## src/core/ptdc_pkg.sv

```systemverilog
// Constants and types of the periodic tick down counter
// Function
// - A 24-bit counter counts down and interrupts at zero when enabled.
// - Counting runs on system clock or a half-rate reference clock.
// - Clock select bit at 1 counts on the system clock.
// - On expiry the counter reloads from the reload register, repeating forever.
// - One period spans reload plus one counter clocks.
// - Calibration register resets to 0x4 and is writable.
// - Any write to the current value register clears the counter.
// - Writing 0x7 to control enables counter, interrupt and system clock.
// - Control, reload and current value reset to zero, counter disabled.
package ptdc_pkg;

    // ------------------------------------------------------------
    // Register byte addresses
    // ------------------------------------------------------------
    localparam logic [31:0] ADDR_CONTROL_STATUS = 32'hE000E010;
    localparam logic [31:0] ADDR_RELOAD_VALUE = 32'hE000E014;
    localparam logic [31:0] ADDR_CURRENT_VALUE = 32'hE000E018;
    localparam logic [31:0] ADDR_CALIBRATION_VALUE = 32'h0E000E1C;
    localparam logic [31:0] ADDR_IRQ_STATUS = 32'hE000E020;
    localparam logic [31:0] ADDR_IRQ_MASK = 32'hE000E024;

    // ------------------------------------------------------------
    // Field positions and widths
    // ------------------------------------------------------------
    localparam int COUNT_W = 24;
    localparam int BIT_ENABLE = 0;
    localparam int BIT_TICK_INT = 1;
    localparam int BIT_CLK_SEL = 2;
    localparam int BIT_COUNT_FLAG = 16;
    localparam int BIT_IRQ_ZERO = 0;

    // ------------------------------------------------------------
    // Reset values and timing
    // ------------------------------------------------------------
    localparam logic [31:0] RST_CALIBRATION = 32'h00000004;
    localparam logic [23:0] RST_COUNT = 24'h000000;
    localparam logic RST_IRQ_MASK = 1'b1;
    localparam logic [0:0] REF_DIV_LAST = 1'h1;

    // ------------------------------------------------------------
    // State types
    // ------------------------------------------------------------
    typedef struct packed {
        logic enable;
        logic tick_int;
        logic clk_sel;
        logic count_flag;
        logic [COUNT_W-1:0] reload;
        logic [COUNT_W-1:0] current;
        logic [31:0] calib;
        logic irq_status;
        logic irq_mask;
        logic [31:0] rdata;
    } ptdc_state_s;

    typedef struct packed {
        logic [0:0] phase;
        logic ref_tick;
    } ptdc_gen_s;

endpackage : ptdc_pkg

```

## src/core/ptdc_tick_if.sv

```systemverilog
// Count clock enables passed from the tick generator to the counter
`timescale 1ns/1ns
interface ptdc_tick_if;
    logic sys_tick;
    logic ref_tick;
    modport src (output sys_tick, output ref_tick);
    modport sink (input sys_tick, input ref_tick);
endinterface : ptdc_tick_if

```

## src/core/ptdc_tick_gen.sv

```systemverilog
// Tick enable generator: system rate and half-rate reference
`timescale 1ns/1ns
module ptdc_tick_gen (
    // Clock and reset
    input wire logic i_mclk,
    input wire logic i_nrst,
    // Tick enables
    ptdc_tick_if.src tick
);
    ptdc_pkg::ptdc_gen_s st;
    ptdc_pkg::ptdc_gen_s next_st;

    always_comb begin
        next_st = st;
        next_st.phase = st.phase + 1'h1;
        next_st.ref_tick = (st.phase == ptdc_pkg::REF_DIV_LAST);
    end

    always_ff @(posedge i_mclk or negedge i_nrst) begin
        if (!i_nrst) begin
            st <= '0;
        end else begin
            st <= next_st;
        end
    end

    assign tick.sys_tick = 1'b1;
    assign tick.ref_tick = st.ref_tick;

    AST_REF_ALTERNATES: assert property (@(posedge i_mclk) disable iff (!i_nrst)
        st.ref_tick |=> !st.ref_tick ##1 st.ref_tick)
        else $error("Reference tick is not half rate");

endmodule : ptdc_tick_gen

```

## src/core/ptdc_top.sv

```systemverilog
// Periodic tick down counter with register port and interrupt
//
// Local design decision: the strobed register port.
`timescale 1ns/1ns
module ptdc_top (
    // Clock and reset
    input wire logic I_MCLK,
    input wire logic I_NRST,
    // Register port
    input wire logic [31:0] I_ADDR,
    input wire logic [31:0] I_WDATA,
    input wire logic I_WR,
    input wire logic I_RD,
    output logic [31:0] O_RDATA,
    // Interrupt
    output logic O_IRQ
);

    // ------------------------------------------------------------
    // Tick source
    // ------------------------------------------------------------
    ptdc_tick_if tick_bus ();

    ptdc_tick_gen u_tick_gen (
        .i_mclk(I_MCLK),
        .i_nrst(I_NRST),
        .tick(tick_bus.src)
    );

    // ------------------------------------------------------------
    // Decode
    // ------------------------------------------------------------
    function automatic logic hit(input logic [31:0] addr, input logic [31:0] offset);
        hit = (addr == offset);
    endfunction : hit

    ptdc_pkg::ptdc_state_s st;
    ptdc_pkg::ptdc_state_s next_st;

    logic wr_csr;
    logic wr_rvr;
    logic wr_cvr;
    logic wr_cal;
    logic wr_msk;
    logic rd_csr;
    logic rd_sts;
    logic cnt_tick;
    logic zero_evt;

    assign wr_csr = I_WR && hit(I_ADDR, ptdc_pkg::ADDR_CONTROL_STATUS);
    assign wr_rvr = I_WR && hit(I_ADDR, ptdc_pkg::ADDR_RELOAD_VALUE);
    assign wr_cvr = I_WR && hit(I_ADDR, ptdc_pkg::ADDR_CURRENT_VALUE);
    assign wr_cal = I_WR && hit(I_ADDR, ptdc_pkg::ADDR_CALIBRATION_VALUE);
    assign wr_msk = I_WR && hit(I_ADDR, ptdc_pkg::ADDR_IRQ_MASK);
    assign rd_csr = I_RD && hit(I_ADDR, ptdc_pkg::ADDR_CONTROL_STATUS);
    assign rd_sts = I_RD && hit(I_ADDR, ptdc_pkg::ADDR_IRQ_STATUS);

    // ------------------------------------------------------------
    // Count enable and expiry
    // ------------------------------------------------------------
    assign cnt_tick = st.enable && (st.clk_sel ? tick_bus.sys_tick : tick_bus.ref_tick);
    assign zero_evt = cnt_tick && !wr_cvr && (st.current == 24'h000001);

    // ------------------------------------------------------------
    // Next state
    // ------------------------------------------------------------
    always_comb begin
        next_st = st;
        next_st.rdata = 32'h00000000;
        if (wr_csr) begin
            next_st.enable = I_WDATA[ptdc_pkg::BIT_ENABLE];
            next_st.tick_int = I_WDATA[ptdc_pkg::BIT_TICK_INT];
            next_st.clk_sel = I_WDATA[ptdc_pkg::BIT_CLK_SEL];
        end
        if (wr_rvr) begin
            next_st.reload = I_WDATA[ptdc_pkg::COUNT_W-1:0];
        end
        if (wr_cal) begin
            next_st.calib = I_WDATA;
        end
        if (wr_msk) begin
            next_st.irq_mask = I_WDATA[ptdc_pkg::BIT_IRQ_ZERO];
        end
        if (wr_cvr) begin
            next_st.current = ptdc_pkg::RST_COUNT;
        end else if (cnt_tick) begin
            if (st.current == ptdc_pkg::RST_COUNT) begin
                next_st.current = st.reload;
            end else begin
                next_st.current = st.current - 24'h000001;
            end
        end
        // Set wins over a read clear; a current value write blocks the set
        next_st.count_flag = zero_evt || (st.count_flag && !rd_csr && !wr_cvr);
        next_st.irq_status = (zero_evt && st.tick_int) || (st.irq_status && !rd_sts);
        if (I_RD) begin
            case (I_ADDR)
                ptdc_pkg::ADDR_CONTROL_STATUS: begin
                    next_st.rdata[ptdc_pkg::BIT_ENABLE] = st.enable;
                    next_st.rdata[ptdc_pkg::BIT_TICK_INT] = st.tick_int;
                    next_st.rdata[ptdc_pkg::BIT_CLK_SEL] = st.clk_sel;
                    next_st.rdata[ptdc_pkg::BIT_COUNT_FLAG] = st.count_flag;
                end
                ptdc_pkg::ADDR_RELOAD_VALUE: begin
                    next_st.rdata[ptdc_pkg::COUNT_W-1:0] = st.reload;
                end
                ptdc_pkg::ADDR_CURRENT_VALUE: begin
                    next_st.rdata[ptdc_pkg::COUNT_W-1:0] = st.current;
                end
                ptdc_pkg::ADDR_CALIBRATION_VALUE: begin
                    next_st.rdata = st.calib;
                end
                ptdc_pkg::ADDR_IRQ_STATUS: begin
                    next_st.rdata[ptdc_pkg::BIT_IRQ_ZERO] = st.irq_status;
                end
                ptdc_pkg::ADDR_IRQ_MASK: begin
                    next_st.rdata[ptdc_pkg::BIT_IRQ_ZERO] = st.irq_mask;
                end
                default: begin
                    next_st.rdata = 32'h00000000;
                end
            endcase
        end
    end

    // ------------------------------------------------------------
    // State register
    // ------------------------------------------------------------
    always_ff @(posedge I_MCLK or negedge I_NRST) begin
        if (!I_NRST) begin
            st <= '0;
            st.calib <= ptdc_pkg::RST_CALIBRATION;
            st.irq_mask <= ptdc_pkg::RST_IRQ_MASK;
        end else begin
            st <= next_st;
        end
    end

    assign O_RDATA = st.rdata;
    assign O_IRQ = st.irq_status && st.irq_mask;

    // ------------------------------------------------------------
    // Assertions
    // ------------------------------------------------------------
    AST_ZERO_SETS_FLAG: assert property (@(posedge I_MCLK) disable iff (!I_NRST)
        zero_evt |=> st.count_flag && st.current == 24'h000000)
        else $error("Count flag not set on reaching zero");

    AST_FLAG_READ_CLEARS: assert property (@(posedge I_MCLK) disable iff (!I_NRST)
        (rd_csr && !zero_evt) |=> !st.count_flag && O_RDATA[ptdc_pkg::BIT_COUNT_FLAG] == $past(st.count_flag))
        else $error("Control read does not clear count flag");

    AST_RELOAD_AT_ZERO: assert property (@(posedge I_MCLK) disable iff (!I_NRST)
        (cnt_tick && !wr_cvr && st.current == 24'h000000) |=> st.current == $past(st.reload))
        else $error("Counter did not reload at expiry");

    AST_DECREMENT: assert property (@(posedge I_MCLK) disable iff (!I_NRST)
        (cnt_tick && !wr_cvr && st.current != 24'h000000) |=> st.current == $past(st.current) - 24'h000001)
        else $error("Counter did not decrement");

    AST_PERIOD_TWO: assert property (@(posedge I_MCLK) disable iff (!I_NRST)
        (zero_evt && st.clk_sel && st.reload == 24'h000001 && !I_WR)
        ##1 (!I_WR)[*2] |=> $past(zero_evt, 1) && !$past(zero_evt, 2))
        else $error("Period is not reload plus one clocks");

    AST_IRQ_RAISED: assert property (@(posedge I_MCLK) disable iff (!I_NRST)
        (zero_evt && st.tick_int && st.irq_mask && !wr_msk) |=> O_IRQ)
        else $error("Interrupt not raised at zero");

    AST_NO_IRQ_DISABLED: assert property (@(posedge I_MCLK) disable iff (!I_NRST)
        (!st.irq_status && !(zero_evt && st.tick_int)) |=> !O_IRQ)
        else $error("Interrupt raised without cause");

    AST_SYS_CLOCK: assert property (@(posedge I_MCLK) disable iff (!I_NRST)
        (st.enable && st.clk_sel && !wr_cvr && st.current != 24'h000000) |=> st.current != $past(st.current))
        else $error("System clock select does not count each cycle");

    AST_REF_CLOCK: assert property (@(posedge I_MCLK) disable iff (!I_NRST)
        (cnt_tick && !st.clk_sel && !wr_csr) |=> !cnt_tick)
        else $error("Reference clock counts faster than half rate");

    AST_CVR_CLEARS: assert property (@(posedge I_MCLK) disable iff (!I_NRST)
        wr_cvr |=> st.current == 24'h000000 && !st.count_flag)
        else $error("Current value write did not clear counter");

    AST_CSR_SEVEN: assert property (@(posedge I_MCLK) disable iff (!I_NRST)
        (wr_csr && I_WDATA[2:0] == 3'h7) |=> st.enable && st.tick_int && st.clk_sel && cnt_tick)
        else $error("Writing 0x7 did not start system clock counting");

    AST_DISABLED_HOLDS: assert property (@(posedge I_MCLK) disable iff (!I_NRST)
        (!st.enable && !wr_cvr && !wr_csr) |=> $stable(st.current))
        else $error("Disabled counter moved");

    AST_CALIB_KEEPS: assert property (@(posedge I_MCLK) disable iff (!I_NRST)
        !wr_cal |=> $stable(st.calib))
        else $error("Calibration changed without write");

    // ------------------------------------------------------------
    // Register port and sticky bit checks
    // ------------------------------------------------------------

    AST_RDATA_IDLE: assert property (@(posedge I_MCLK) disable iff (!I_NRST)
        !I_RD |=> O_RDATA == 32'h00000000)
        else $error("Read data not zero outside a read");

    AST_UNMAPPED_READ: assert property (@(posedge I_MCLK) disable iff (!I_NRST)
        (I_RD && !rd_csr && !rd_sts && I_ADDR != ptdc_pkg::ADDR_RELOAD_VALUE
        && I_ADDR != ptdc_pkg::ADDR_CURRENT_VALUE && I_ADDR != ptdc_pkg::ADDR_CALIBRATION_VALUE
        && I_ADDR != ptdc_pkg::ADDR_IRQ_MASK) |=> O_RDATA == 32'h00000000)
        else $error("Unmapped read returned data");

    AST_RD_CONTROL: assert property (@(posedge I_MCLK) disable iff (!I_NRST)
        rd_csr |=> O_RDATA[ptdc_pkg::BIT_ENABLE] == $past(st.enable)
        && O_RDATA[ptdc_pkg::BIT_TICK_INT] == $past(st.tick_int) && O_RDATA[ptdc_pkg::BIT_CLK_SEL] == $past(st.clk_sel))
        else $error("Control read data wrong");

    AST_RD_RELOAD: assert property (@(posedge I_MCLK) disable iff (!I_NRST)
        (I_RD && I_ADDR == ptdc_pkg::ADDR_RELOAD_VALUE) |=> O_RDATA == {8'h00, $past(st.reload)})
        else $error("Reload read data wrong");

    AST_RD_CURRENT: assert property (@(posedge I_MCLK) disable iff (!I_NRST)
        (I_RD && I_ADDR == ptdc_pkg::ADDR_CURRENT_VALUE) |=> O_RDATA == {8'h00, $past(st.current)})
        else $error("Current value read data wrong");

    AST_RD_CALIB: assert property (@(posedge I_MCLK) disable iff (!I_NRST)
        (I_RD && I_ADDR == ptdc_pkg::ADDR_CALIBRATION_VALUE) |=> O_RDATA == $past(st.calib))
        else $error("Calibration read data wrong");

    AST_RD_STATUS: assert property (@(posedge I_MCLK) disable iff (!I_NRST)
        rd_sts |=> O_RDATA == {31'h00000000, $past(st.irq_status)})
        else $error("Status read data wrong");

    AST_RD_MASK: assert property (@(posedge I_MCLK) disable iff (!I_NRST)
        (I_RD && I_ADDR == ptdc_pkg::ADDR_IRQ_MASK) |=> O_RDATA == {31'h00000000, $past(st.irq_mask)})
        else $error("Mask read data wrong");

    AST_RELOAD_WRITE: assert property (@(posedge I_MCLK) disable iff (!I_NRST)
        wr_rvr |=> st.reload == $past(I_WDATA[ptdc_pkg::COUNT_W-1:0]))
        else $error("Reload write not taken");

    AST_RELOAD_KEEPS: assert property (@(posedge I_MCLK) disable iff (!I_NRST)
        !wr_rvr |=> $stable(st.reload))
        else $error("Reload changed without write");

    AST_CALIB_WRITE: assert property (@(posedge I_MCLK) disable iff (!I_NRST)
        wr_cal |=> st.calib == $past(I_WDATA))
        else $error("Calibration write not taken");

    AST_MASK_WRITE: assert property (@(posedge I_MCLK) disable iff (!I_NRST)
        wr_msk |=> st.irq_mask == $past(I_WDATA[ptdc_pkg::BIT_IRQ_ZERO]))
        else $error("Mask write not taken");

    AST_MASK_KEEPS: assert property (@(posedge I_MCLK) disable iff (!I_NRST)
        !wr_msk |=> $stable(st.irq_mask))
        else $error("Mask changed without write");

    AST_CTRL_WRITE: assert property (@(posedge I_MCLK) disable iff (!I_NRST)
        wr_csr |=> st.enable == $past(I_WDATA[ptdc_pkg::BIT_ENABLE])
        && st.tick_int == $past(I_WDATA[ptdc_pkg::BIT_TICK_INT]) && st.clk_sel == $past(I_WDATA[ptdc_pkg::BIT_CLK_SEL]))
        else $error("Control write not taken");

    AST_CTRL_KEEPS: assert property (@(posedge I_MCLK) disable iff (!I_NRST)
        !wr_csr |=> $stable(st.enable) && $stable(st.tick_int) && $stable(st.clk_sel))
        else $error("Control bits changed without write");

    AST_STATUS_READ_CLEARS: assert property (@(posedge I_MCLK) disable iff (!I_NRST)
        (rd_sts && !(zero_evt && st.tick_int)) |=> !st.irq_status)
        else $error("Status read did not clear status");

    AST_STATUS_STICKY: assert property (@(posedge I_MCLK) disable iff (!I_NRST)
        (st.irq_status && !rd_sts) |=> st.irq_status)
        else $error("Status dropped without read");

    AST_FLAG_STICKY: assert property (@(posedge I_MCLK) disable iff (!I_NRST)
        (st.count_flag && !rd_csr && !wr_cvr) |=> st.count_flag)
        else $error("Count flag dropped without read");

    AST_FLAG_ONLY_AT_ZERO: assert property (@(posedge I_MCLK) disable iff (!I_NRST)
        (!st.count_flag && !zero_evt) |=> !st.count_flag)
        else $error("Count flag set without reaching zero");

    AST_STATUS_ONLY_AT_ZERO: assert property (@(posedge I_MCLK) disable iff (!I_NRST)
        (!st.irq_status && !zero_evt) |=> !st.irq_status)
        else $error("Status set without reaching zero");

    AST_IRQ_NEEDS_ENABLE: assert property (@(posedge I_MCLK) disable iff (!I_NRST)
        (zero_evt && !st.tick_int && !st.irq_status) |=> !st.irq_status)
        else $error("Status set with interrupt disabled");

    AST_IRQ_FOLLOWS_MASK: assert property (@(posedge I_MCLK) disable iff (!I_NRST)
        (st.irq_status && st.irq_mask && !rd_sts && !wr_msk) |=> O_IRQ)
        else $error("Unmasked status does not drive interrupt");

    AST_MASK_BLOCKS: assert property (@(posedge I_MCLK) disable iff (!I_NRST)
        (!st.irq_mask && !wr_msk) |=> !O_IRQ)
        else $error("Masked status drives interrupt");

    COV_ZERO: cover property (@(posedge I_MCLK) disable iff (!I_NRST)
        zero_evt && st.clk_sel);
    COV_ZERO_REF: cover property (@(posedge I_MCLK) disable iff (!I_NRST)
        zero_evt && !st.clk_sel);
    COV_IRQ_RISE: cover property (@(posedge I_MCLK) disable iff (!I_NRST)
        $rose(O_IRQ));
    COV_SET_CLEAR_CLASH: cover property (@(posedge I_MCLK) disable iff (!I_NRST)
        zero_evt && rd_csr);

endmodule : ptdc_top

```

## config.mk

```make
export PLATFORM = sky130hd
export DESIGN_NAME = ptdc_top
export DESIGN_NICKNAME = d
export VERILOG_FILES = /design/src/core/ptdc_pkg.sv /design/src/core/ptdc_tick_if.sv /design/src/core/ptdc_tick_gen.sv /design/src/core/ptdc_top.sv
export SDC_FILE = /design/constraint.sdc
export NUM_CORES = 1
export LEC_CHECK = 0
export ABC_AREA = 0
export BUFFER_PORTS_ARGS = -buffer_cell sky130_fd_sc_hd__buf_4
export CAP_MARGIN = 20
export CORE_ASPECT_RATIO = 1.2
export CORE_MARGIN = 5
export CORE_UTILIZATION = 49
export DETAILED_ROUTE_END_ITERATION = 6
export GPL_TIMING_DRIVEN = 0
export PLACE_DENSITY = 0.71
export SLEW_MARGIN = 20
export SYNTH_ARGS = -nofsm -noshare
export SYNTH_HDL_FRONTEND = slang
export SYNTH_SLANG_ARGS = --single-unit
```

## constraint.sdc

```tcl
create_clock -name I_MCLK -period 3.5 [get_ports I_MCLK]
set_input_delay 0.175 -clock I_MCLK [delete_from_list [all_inputs] [get_ports I_MCLK]]
set_output_delay 0.175 -clock I_MCLK [all_outputs]
set_load 0.1 [all_outputs]
```

Yosys cells after proc, flatten, opt, wreduce, memory -nomap -nowiden:

Index checks and enable logic that the tools add are counted.
Widths: inputs -> output; s select.

* bits in registers: 120
* bits of input ports: 68
* output and inout port bits: 33
* word-level logic and storage cells: 54

* add/sub/neg operators: 2
* equality and inequality tests: 7
* mux-type cells: 11
* reduce and logical (&&, ||, !) cells: 22

Operators by type and width (count)
* $eq 32x32->1 const B: 5
* $mux 24: 3
* $pmux 13 s3: 1
* $eq 32x28->1 const B: 1
* $mux 32: 1
* $eq 24x1->1 const B: 1
* $logic_not 24->1: 1
* $sub 24x1->24 const B: 1
* $pmux 7 s3: 1
* $logic_and 1x1->1: 15
* $mux 8: 1
* $pmux 2 s4: 1
* $pmux 1 s6: 1
* $pmux 1 s4: 1
* $logic_not 1->1: 3
* $logic_or 1x1->1: 2
* $reduce_bool 2->1: 1
* $add 1x1->1 const B: 1
* $mux 1: 1

Logic depth before layout (Yosys ltp):

Gate-level depths: netlist of the first run.

* depth in word-level cells: 7
* mapped depth: 9
* mapped depth without buffers: 8

Modules after synthesis:

From an unflattened synthesis of the first run, not the netlist that was laid out.

* cells, all modules: 562
* area, all modules: 5952.0 µm²

By module, submodules not included
* ptdc_top: times used 1, cells an instance 557, area an instance 5886.9 µm², seq. area each 2955.3 µm²
* ptdc_tick_gen: times used 1, cells an instance 5, area an instance 65.1 µm², seq. area each 50.0 µm²

Worst setup path after synthesis of the first run:

Ideal clock, no wire load.

* path kind: flip-flop to flip-flop
* start point: reg st[80] (netlist bit)
* end point: reg st[83] (netlist bit)
* setup time: 121 ps
* data arrival time: 2364 ps
* data required time: 3379 ps
* slack: 1015 ps
* cell stages (with the launch flop): 9
* path buffers: 2
* clock period less this slack: 2485 ps
* path through: dfrtp_1 > or2_1 > buf_2 > or4_4 > or4_4 > buf_6 > mux2_4 > a22oi_1 > nor2_1

* longest elaborated chain between the ends: 4

RTL lines
* from (decl): RTL line ptdc_top.sv:37 `ptdc_pkg::ptdc_state_s st;`
* from (signal assigned): RTL line ptdc_top.sv:135 `st <= next_st;`
* $sub 24x1->24 / $logic_not 24->1 (equally long branches): RTL line ptdc_top.sv:90, ptdc_top.sv:87
* $mux 24 (*): RTL line ptdc_top.sv:87 `if (st.current == ptdc_pkg::RST_COUNT) begin`
* $mux 24 (*): RTL line ptdc_top.sv:86 `end else if (cnt_tick) begin`
* $mux 24 (*): RTL line ptdc_top.sv:84 `if (wr_cvr) begin`

Mark *: on every way between the ends. The rest lies on a longest branch, timed or not. The select of a mux whose other input is x is not followed.
A chain may end at the register's enable or synchronous reset.

Final worst setup path of the first run:

* start point: reg st[82] (netlist bit)
* end point: reg st[80] (netlist bit)

* longest elaborated chain between the ends: 4

RTL lines (RTL line)
* $logic_not 24->1: ptdc_top.sv:87
* $mux 24: ptdc_top.sv:87
* $mux 24: ptdc_top.sv:86
* $mux 24: ptdc_top.sv:84

No other way between the ends. The select of a mux whose other input is x is not followed.

==> metrics.md, run 1 <==
| Metric | Value |
|---|---|
| Beginning of the worst hold path | `I_WDATA[5]` |
| Number of antenna violations at the first check in global routing | `0` |
| Worst Path Required | `3.83 ns` |
| Primary flip-flop cell chosen by synthesis mapping | `sky130_fd_sc_hd__dfrtp_1` |
| Clock transition time at the flip-flop clock pins of the worst setup and hold paths | `0.05 ns` |
| CP max-delay cell | `sky130_fd_sc_hd__nor4_2` |
| Row count | `44` |
| Leading cell type in the layout, fill and taps excluded | `sky130_fd_sc_hd__buf_4` |
| Power share of the combinational group | `0.040` |
| Number of setup violations in the final report | `0` |
| Pin count of the biggest net entering global routing | `66` |
| # Max-Cap Violations | `0` |
| Largest clock skew in the final design | `0.00594 ns` |
| Post-synthesis instance total | `562` |
| Global-route wire length before repair | `25800 µm` |
| Arrival time worst endpoint | `3.35 ns` |
| Sequential share of the synthesized area | `0.504` |
| Postcts setup bufs | `0` |
| Cell variety after synth | `54` |
| Final clock period utilization by the worst path | `0.862` |
| Utilization after layout | `0.642` |
| Routed Antenna Nets | `0` |
| Flip-flop and latch count after synthesis | `120` |
| Maximum VDD drop | `0.000356 V` |
| Commonest cells after routing, fill and taps aside | `sky130_fd_sc_hd__buf_4 (130), sky130_fd_sc_hd__dfrtp_1 (118), sky130_fd_sc_hd__mux2_2 (64), sky130_fd_sc_hd__nand2_1 (46), sky130_fd_sc_hd__a21oi_1 (38)` |
| Detailed Routing Iterations Pass 1 | `5` |
| Routed via count divided by cell count | `5.66` |
| Via total after detailed routing | `4932` |
| Crit Path Max Fanout | `10` |
| Total global routing track utilization | `0.226` |
| CTS sink count | `120` |
| Width of the die | `111 µm` |
| Total congestion overflow after global routing | `0` |
| Part of the total power dissipated in the clock network | `0.539` |
| Number of buffers inserted by port buffering | `99` |
| CP bufs+invs | `2` |
| Transition time at the pin with the least slew margin | `0.801 ns` |
| Die Ht | `131 µm` |
| Worst reg2reg path startpoint | `st[82]` |
| Setup total negative slack | `0 ns` |
| Total routed wirelength | `15900 µm` |
| Outcome | `finished clean` |
| Ports | `101` |
| Die Outline Area | `14500 µm²` |
| Post-synthesis async set-or-reset flop share | `1.00` |
| Switching Share | `0.196` |
| Count of hold-fix buffers inserted at cts | `12` |
| Max-slew headroom | `0.461` |
| Number of pins exceeding their max-slew limit in the final report | `0` |
| First-iteration detailed-routing DRC count | `341` |
| Sequential fraction of design power | `0.422` |
| Root buffer cell | `sky130_fd_sc_hd__clkbuf_16` |
| Synth-to-layout area growth | `29.3%` |
| Path class of the lowest-slack min-delay path | `input pin to register` |
| Category of the worst setup path capture point | `register` |
| Initial Utilization | `0.496` |
| Total standard cell area after synthesis | `5960 µm²` |
| Maximum clock frequency | `332 MHz` |
| Worst Hold Depth | `2` |
| Final antenna diode count | `0` |
| Post-synth EDFFs | `0` |
| Setup crit start kind | `register` |
| Depth of the worst register-to-register path | `8` |
| Average cell area after synthesis | `10.6 µm²` |
| Internal portion of total power | `2650 µW` |
| Unrepaired setup endpoints after global routing | `false` |
| Hold endpoint | `st[39]` |
| Most Frequent Cell on Critical Path | `sky130_fd_sc_hd__clkbuf_1` |
| Min Clock Period, post-route | `3.02 ns` |
| Reg2reg end | `st[80]` |
| Post_cts resized | `0` |
| Post-Synthesis Net Count | `633` |
| Fraction of final layout cells sized beyond drive strength 1 | `0.346` |
| Avg WL per Cell | `18.2 µm` |
| Final Net Count | `768` |
| Static leakage | `0.00354 µW` |
| Count of synthesis-stage warnings from yosys | `0` |
| Level count of the clock H-tree | `4` |
| Switch Pwr | `646 µW` |
| CTS tree | `yes` |
| Routability cong. | `0.891` |
| Core Footprint | `12000 µm²` |
| Clock latency at the later pin of the worst-skew pair | `0.41 ns` |
| CTS max path bufs | `2` |
| Slack of the worst reg-to-reg path | `0.48 ns` |
| Crit path cell chain | `clkbuf_1, nor4_1, nand3_1, nor4_2, clkbuf_1, and2_1, o21ai_0, a21oi_1` |
| DRC errors left | `0` |
| Hold violation count in the final report | `0` |
| Total power after layout | `3300 µW` |
| Largest incremental delay on the critical path | `0.64 ns` |
| Number of global-route vias before repair | `5069` |
| Critical setup path kind | `register to register` |
| Clock buffers created by TritonCTS | `17` |
| Largest delay share family, worst path | `simple AND/OR/NAND/NOR gates` |
| Total power per unit cell area | `428 nW/µm²` |
| Dpl hpwl | `11100 µm` |
-- power by group through the flow --
stage                     logic (µW)  clock network [µW]  registers [µW]
after floorplan                 17.1                   0            1410
after global placement           110                   0            1410
after detailed placement         119                   0            1410
after CTS                        130                1800            1390
after global routing             146                1860            1390
final                            131                1780            1390
-- worst reg2reg max path: stages, from the launching register on --
cell,delay [ns]
sky130_fd_sc_hd__dfrtp_1,0.35
sky130_fd_sc_hd__clkbuf_1,0.19
sky130_fd_sc_hd__nor4_1,0.47
sky130_fd_sc_hd__nand3_1,0.30
sky130_fd_sc_hd__nor4_2,0.65
sky130_fd_sc_hd__clkbuf_1,0.51
sky130_fd_sc_hd__and2_1,0.21
sky130_fd_sc_hd__o21ai_0,0.09
sky130_fd_sc_hd__a21oi_1,0.19
-- kinds of logic after synthesis --
group	synth area share
muxes	0.125
adders and majority gates	0.00630
buffers and inverters	0.0727
and+or+nand+nor	0.155
DFF	0.504
AOI/OAI and AO/OA	0.136
-- cells in the mapped netlist, drive strengths merged, types with 6 or more instances --
cell / count / area [µm²]
a211oi: 8 / 60.1
a21oi: 38 / 190
a22oi: 6 / 45.0
a32oi: 20 / 175
and2: 18 / 113
buf: 44 / 309
clkbuf: 23 / 86.3
dfrtp: 118 / 2950
inv: 10 / 37.5
mux2: 65 / 736
nand2: 46 / 173
nand3: 12 / 60.1
nor2: 19 / 73.8
nor2b: 9 / 56.3
nor3: 18 / 95.1
nor4: 17 / 113
o21ai: 34 / 170
or4: 7 / 60.1
-- flip-flops by register name (all words and copies together) (netlist names) --
name                      flops
st                           86
u_tick_gen.tick.ref_tick      1
O_RDATA                      32
u_tick_gen.next_st            1
-- per-stage QoR --
stage	area (µm²)	cells	hold slack, ns	setup WS, ns
finish	7700	871	0.00775	0.484
global route	7700	871	0.000584	0.290
CTS	7660	867	0.000166	0.537
detailed placement	6930	823	0.180	0.570
global placement	6900	822	0.364	0.573
floorplan	5960	562	-0.121	1.02
-- routing by layer --
metal | part of all wire | GRT usage
met1 | 0.40 | 0.273
met4 | 0.030 | 0.111
met5 | 0 | 0
met2 | 0.51 | 0.381
met3 | 0.062 | 0.0567
-- how the worst max path moves through the flow --
stage,slack [ns],startpoint,end,cells after the start
floorplan,1.02,st[80],st[83],8
global placement,0.57,st[82],st[82],8
detailed placement,0.57,I_ADDR[11],st[87],8
CTS,0.54,st[82],st[80],8
global route,0.29,st[82],st[83],8
finish,0.48,st[82],st[80],8
-- final cells by class --
| type | instances | area [µm²] |
|---|---|---|
| timing repair buffer | 116 | 935 |
| sequential | 120 | 3010 |
| clock buffer | 24 | 492 |
| clock inverter | 8 | 118 |
| multi-input combinational | 365 | 2520 |
| inverter | 10 | 37.5 |
| tap | 161 | 201 |
| fill | 1006 | 4300 |
| buffer | 67 | 395 |
Note: power is estimated with default switching activity, not from simulation.
==> inputs of run 2 (changes only) <==
Settings changed: PLACE_DENSITY 0.71 to 0.74.
Clock period 3.5 ns to 2.5 ns, I/O delays scaled along.
==> run 2 against run 1 <==
  * Power up 41%
  * Combinational power up 58%
  * Clock power up 39%
  * Die area unchanged
  * Via count up 3.9%
  * Global-route usage up 0.29 points
  * Largest power group unchanged
==> metrics.md, run 2 (same netlist as run 1, synthesis figures left out) <==
| Metric | Value |
|---|---|
| Die Outline Area | `14500 µm² (unchanged)` |
| Level count of the clock H-tree | `4 (unchanged)` |
| Die Ht | `131 µm (unchanged)` |
| Number of buffers inserted by port buffering | `99 (unchanged)` |
| Beginning of the worst hold path | `I_RD (was I_WDATA[5])` |
| Depth of the worst register-to-register path | `6 (was 8)` |
| Routed via count divided by cell count | `5.73 (was 5.66)` |
| CTS sink count | `120 (unchanged)` |
| Max-slew headroom | `0.523 (was 0.461)` |
| Pre-CTS setup slack | `-0.473 ns (was 0.570 ns)` |
| Commonest cells after routing, fill and taps aside | `sky130_fd_sc_hd__buf_4 (141), sky130_fd_sc_hd__dfrtp_1 (116), sky130_fd_sc_hd__mux2_2 (64), sky130_fd_sc_hd__nand2_1 (46), sky130_fd_sc_hd__a21oi_1 (38) (was sky130_fd_sc_hd__buf_4 (130), sky130_fd_sc_hd__dfrtp_1 (118), sky130_fd_sc_hd__mux2_2 (64), sky130_fd_sc_hd__nand2_1 (46), sky130_fd_sc_hd__a21oi_1 (38))` |
| Number of setup violations in the final report | `0 (unchanged)` |
| Maximum clock frequency | `410 MHz (was 332 MHz)` |
| Final worst setup slack | `0.0630 ns (was 0.484 ns)` |
| Static leakage | `0.00376 µW (was 0.00354 µW)` |
| First-iteration detailed-routing DRC count | `308 (was 341)` |
| Routed Antenna Nets | `0 (unchanged)` |
| Final Net Count | `792 (was 768)` |
| Number of pins exceeding their max-slew limit in the final report | `0 (unchanged)` |
| Largest clock skew in the final design | `0.00678 ns (was 0.00594 ns)` |
| Final antenna diode count | `0 (unchanged)` |
| Setup crit start kind | `register (unchanged)` |
| CP max-delay cell | `sky130_fd_sc_hd__or4_4 (was sky130_fd_sc_hd__nor4_2)` |
| Detailed Routing Iterations Pass 1 | `5 (unchanged)` |
| Clock transition time at the flip-flop clock pins of the worst setup and hold paths | `0.05 ns (about the same)` |
| Top reg by flops | `st (unchanged)` |
| Crit Path Max Fanout | `8 (was 10)` |
| Routability cong. | `0.897 (was 0.891)` |
| GRT met3 Usage | `0.0544 (was 0.0567)` |
| Global-route met1 utilization | `0.281 (was 0.273)` |
| Met2 GRT Util | `0.383 (was 0.381)` |
| Worst Path Required | `2.79 ns (was 3.83 ns)` |
| Unrepaired setup endpoints after global routing | `true (was false)` |
| Row count | `44 (unchanged)` |
| Clock latency at the later pin of the worst-skew pair | `0.42 ns (was 0.41 ns)` |
| Ports | `101 (unchanged)` |
| Outcome | `finished clean (unchanged)` |
| CTS max path bufs | `2 (unchanged)` |
| Total congestion overflow after global routing | `0 (unchanged)` |
| CTS tree | `yes (unchanged)` |
| Final clock period utilization by the worst path | `0.975 (was 0.862)` |
| Critical setup path kind | `register to register (unchanged)` |
| Largest incremental delay on the critical path | `0.61 ns (was 0.64 ns)` |
| # Max-Cap Violations | `0 (unchanged)` |
| Total power after layout | `4630 µW (was 3300 µW)` |
| Hold endpoint | `O_RDATA[0] (was st[39])` |
| Clock buffers created by TritonCTS | `17 (unchanged)` |
| Avg WL per Cell | `18.1 µm (was 18.2 µm)` |
| Crit path cell chain | `or4_4, or4_4, buf_8, mux2_4, a22oi_2, nor2_1 (was clkbuf_1, nor4_1, nand3_1, nor4_2, clkbuf_1, and2_1, o21ai_0, a21oi_1)` |
| Core Footprint | `12000 µm² (unchanged)` |
| Hold violation count in the final report | `0 (unchanged)` |
| Gr busiest metal | `met2 (unchanged)` |
| Fill cell count | `974 (was 1006)` |
| Synth-to-layout area growth | `35.4% (was 29.3%)` |
| Multi-input combinational cell area | `2640 µm² (was 2520 µm²)` |
| Pin count of the biggest net entering global routing | `67 (was 66)` |
| Initial Utilization | `0.496 (unchanged)` |
| Global-route wire length before repair | `26100 µm (was 25800 µm)` |
| Min Clock Period, post-route | `2.44 ns (was 3.02 ns)` |
| Number of global-route vias before repair | `5149 (was 5069)` |
| Width of the die | `111 µm (unchanged)` |
| Number of antenna violations at the first check in global routing | `0 (unchanged)` |
| Arrival time worst endpoint | `2.73 ns (was 3.35 ns)` |
| Dpl hpwl | `11200 µm (was 11100 µm)` |
| Maximum VDD drop | `0.000429 V (was 0.000356 V)` |
| Max reg flops | `86 (unchanged)` |
| Total power per unit cell area | `574 nW/µm² (was 428 nW/µm²)` |
| Total global routing track utilization | `0.229 (was 0.226)` |
| Total routed wirelength | `16200 µm (was 15900 µm)` |
| DRC errors left | `0 (unchanged)` |
| Leading cell type in the layout, fill and taps excluded | `sky130_fd_sc_hd__buf_4 (unchanged)` |
| Fraction of final layout cells sized beyond drive strength 1 | `0.375 (was 0.346)` |
| Root buffer cell | `sky130_fd_sc_hd__clkbuf_16 (unchanged)` |
| Worst Hold Depth | `3 (was 2)` |
| Category of the worst setup path capture point | `register (unchanged)` |
| Worst reg2reg path startpoint | `st[70] (was st[82])` |
| Via total after detailed routing | `5125 (was 4932)` |
| Reg2reg end | `st[83] (was st[80])` |
| Transition time at the pin with the least slew margin | `0.716 ns (was 0.801 ns)` |
| Most Frequent Cell on Critical Path | `sky130_fd_sc_hd__or4_4 (was sky130_fd_sc_hd__clkbuf_1)` |
| Register area | `3010 µm² (about the same)` |
| Slack of the worst reg-to-reg path | `0.06 ns (was 0.48 ns)` |
| Path class of the lowest-slack min-delay path | `input pin to register (unchanged)` |
[run 2: cell types whose count changed in the layout (fill, tap and decap cells not counted), sizes merged]
cell,before,now
dlygate4sd3,16,33
buf,144,154
clkbuf,47,44
[run 2: layout make-up]
type,instances,share of cell area
Buffer,63,0.0478
Clock inverter,8,0.0146
Inverter,10,0.00465
Timing Repair Buffer,144,0.147
Clock buffer,24,0.0609
Sequential cell,120,0.373
Multi-Input combinational cell,365,0.327
Tap cell,161,0.0250
[run 2: power by group]
| group | internal, µW | total [µW] | switching, µW |
|---|---|---|---|
| registers | 1950 | 1950 | 0.0000235 |
| clock network | 1660 | 2480 | 819 |
| logic | 116 | 207 | 91.3 |
[run 2: metal layers]
layer	part of all wire	vias up
met5	0	-
met4	0.032	0
met3	0.050	43
met2	0.50	176
met1	0.41	2555
li1	-	2351
[run 2: worst max path at each step]
stage,start,to,cells after the start
after floorplan,st[80],st[83],8
after global placement,st[82],st[83],8
after detailed placement,st[82],st[83],8
after CTS,st[66],st[88],9
after global routing,st[70],st[68],6
final,st[70],st[83],6
[run 2: metrics by stage]
stage | util | setup TNS [ns] | hold slack (ns) | std cells | cell area [µm²]
global route | 0.672 | -0.0237 | 0.0504 | 895 | 8070
CTS | 0.665 | -0.0237 | 0.0365 | 893 | 7980
floorplan | - | 0 | -0.171 | 562 | 5960
global placement | 0.575 | -15.65 | 0.348 | 822 | 6900
finish | 0.672 | 0 | 0.0585 | 895 | 8070
detailed placement | 0.578 | -18.79 | 0.120 | 823 | 6930
[run 2: repair_timing]
item / in CTS / in global routing
resized for setup: 14 / 15
hold endpoints to repair: 114 / 0
pin swaps: 2 / 2
setup endpoints to repair: 24 / 43
setup buffers: 6 / 5
hold buffers: 33 / 0
[run 2: critical path, delay by kind of cell (launching register included)]
family                 cells  cell delay (ns)
DFF                        1             0.46
and+or+nand+nor            3             1.22
buffers and inverters      1             0.16
AOI/OAI and AO/OA          1             0.18
muxes                      1             0.30
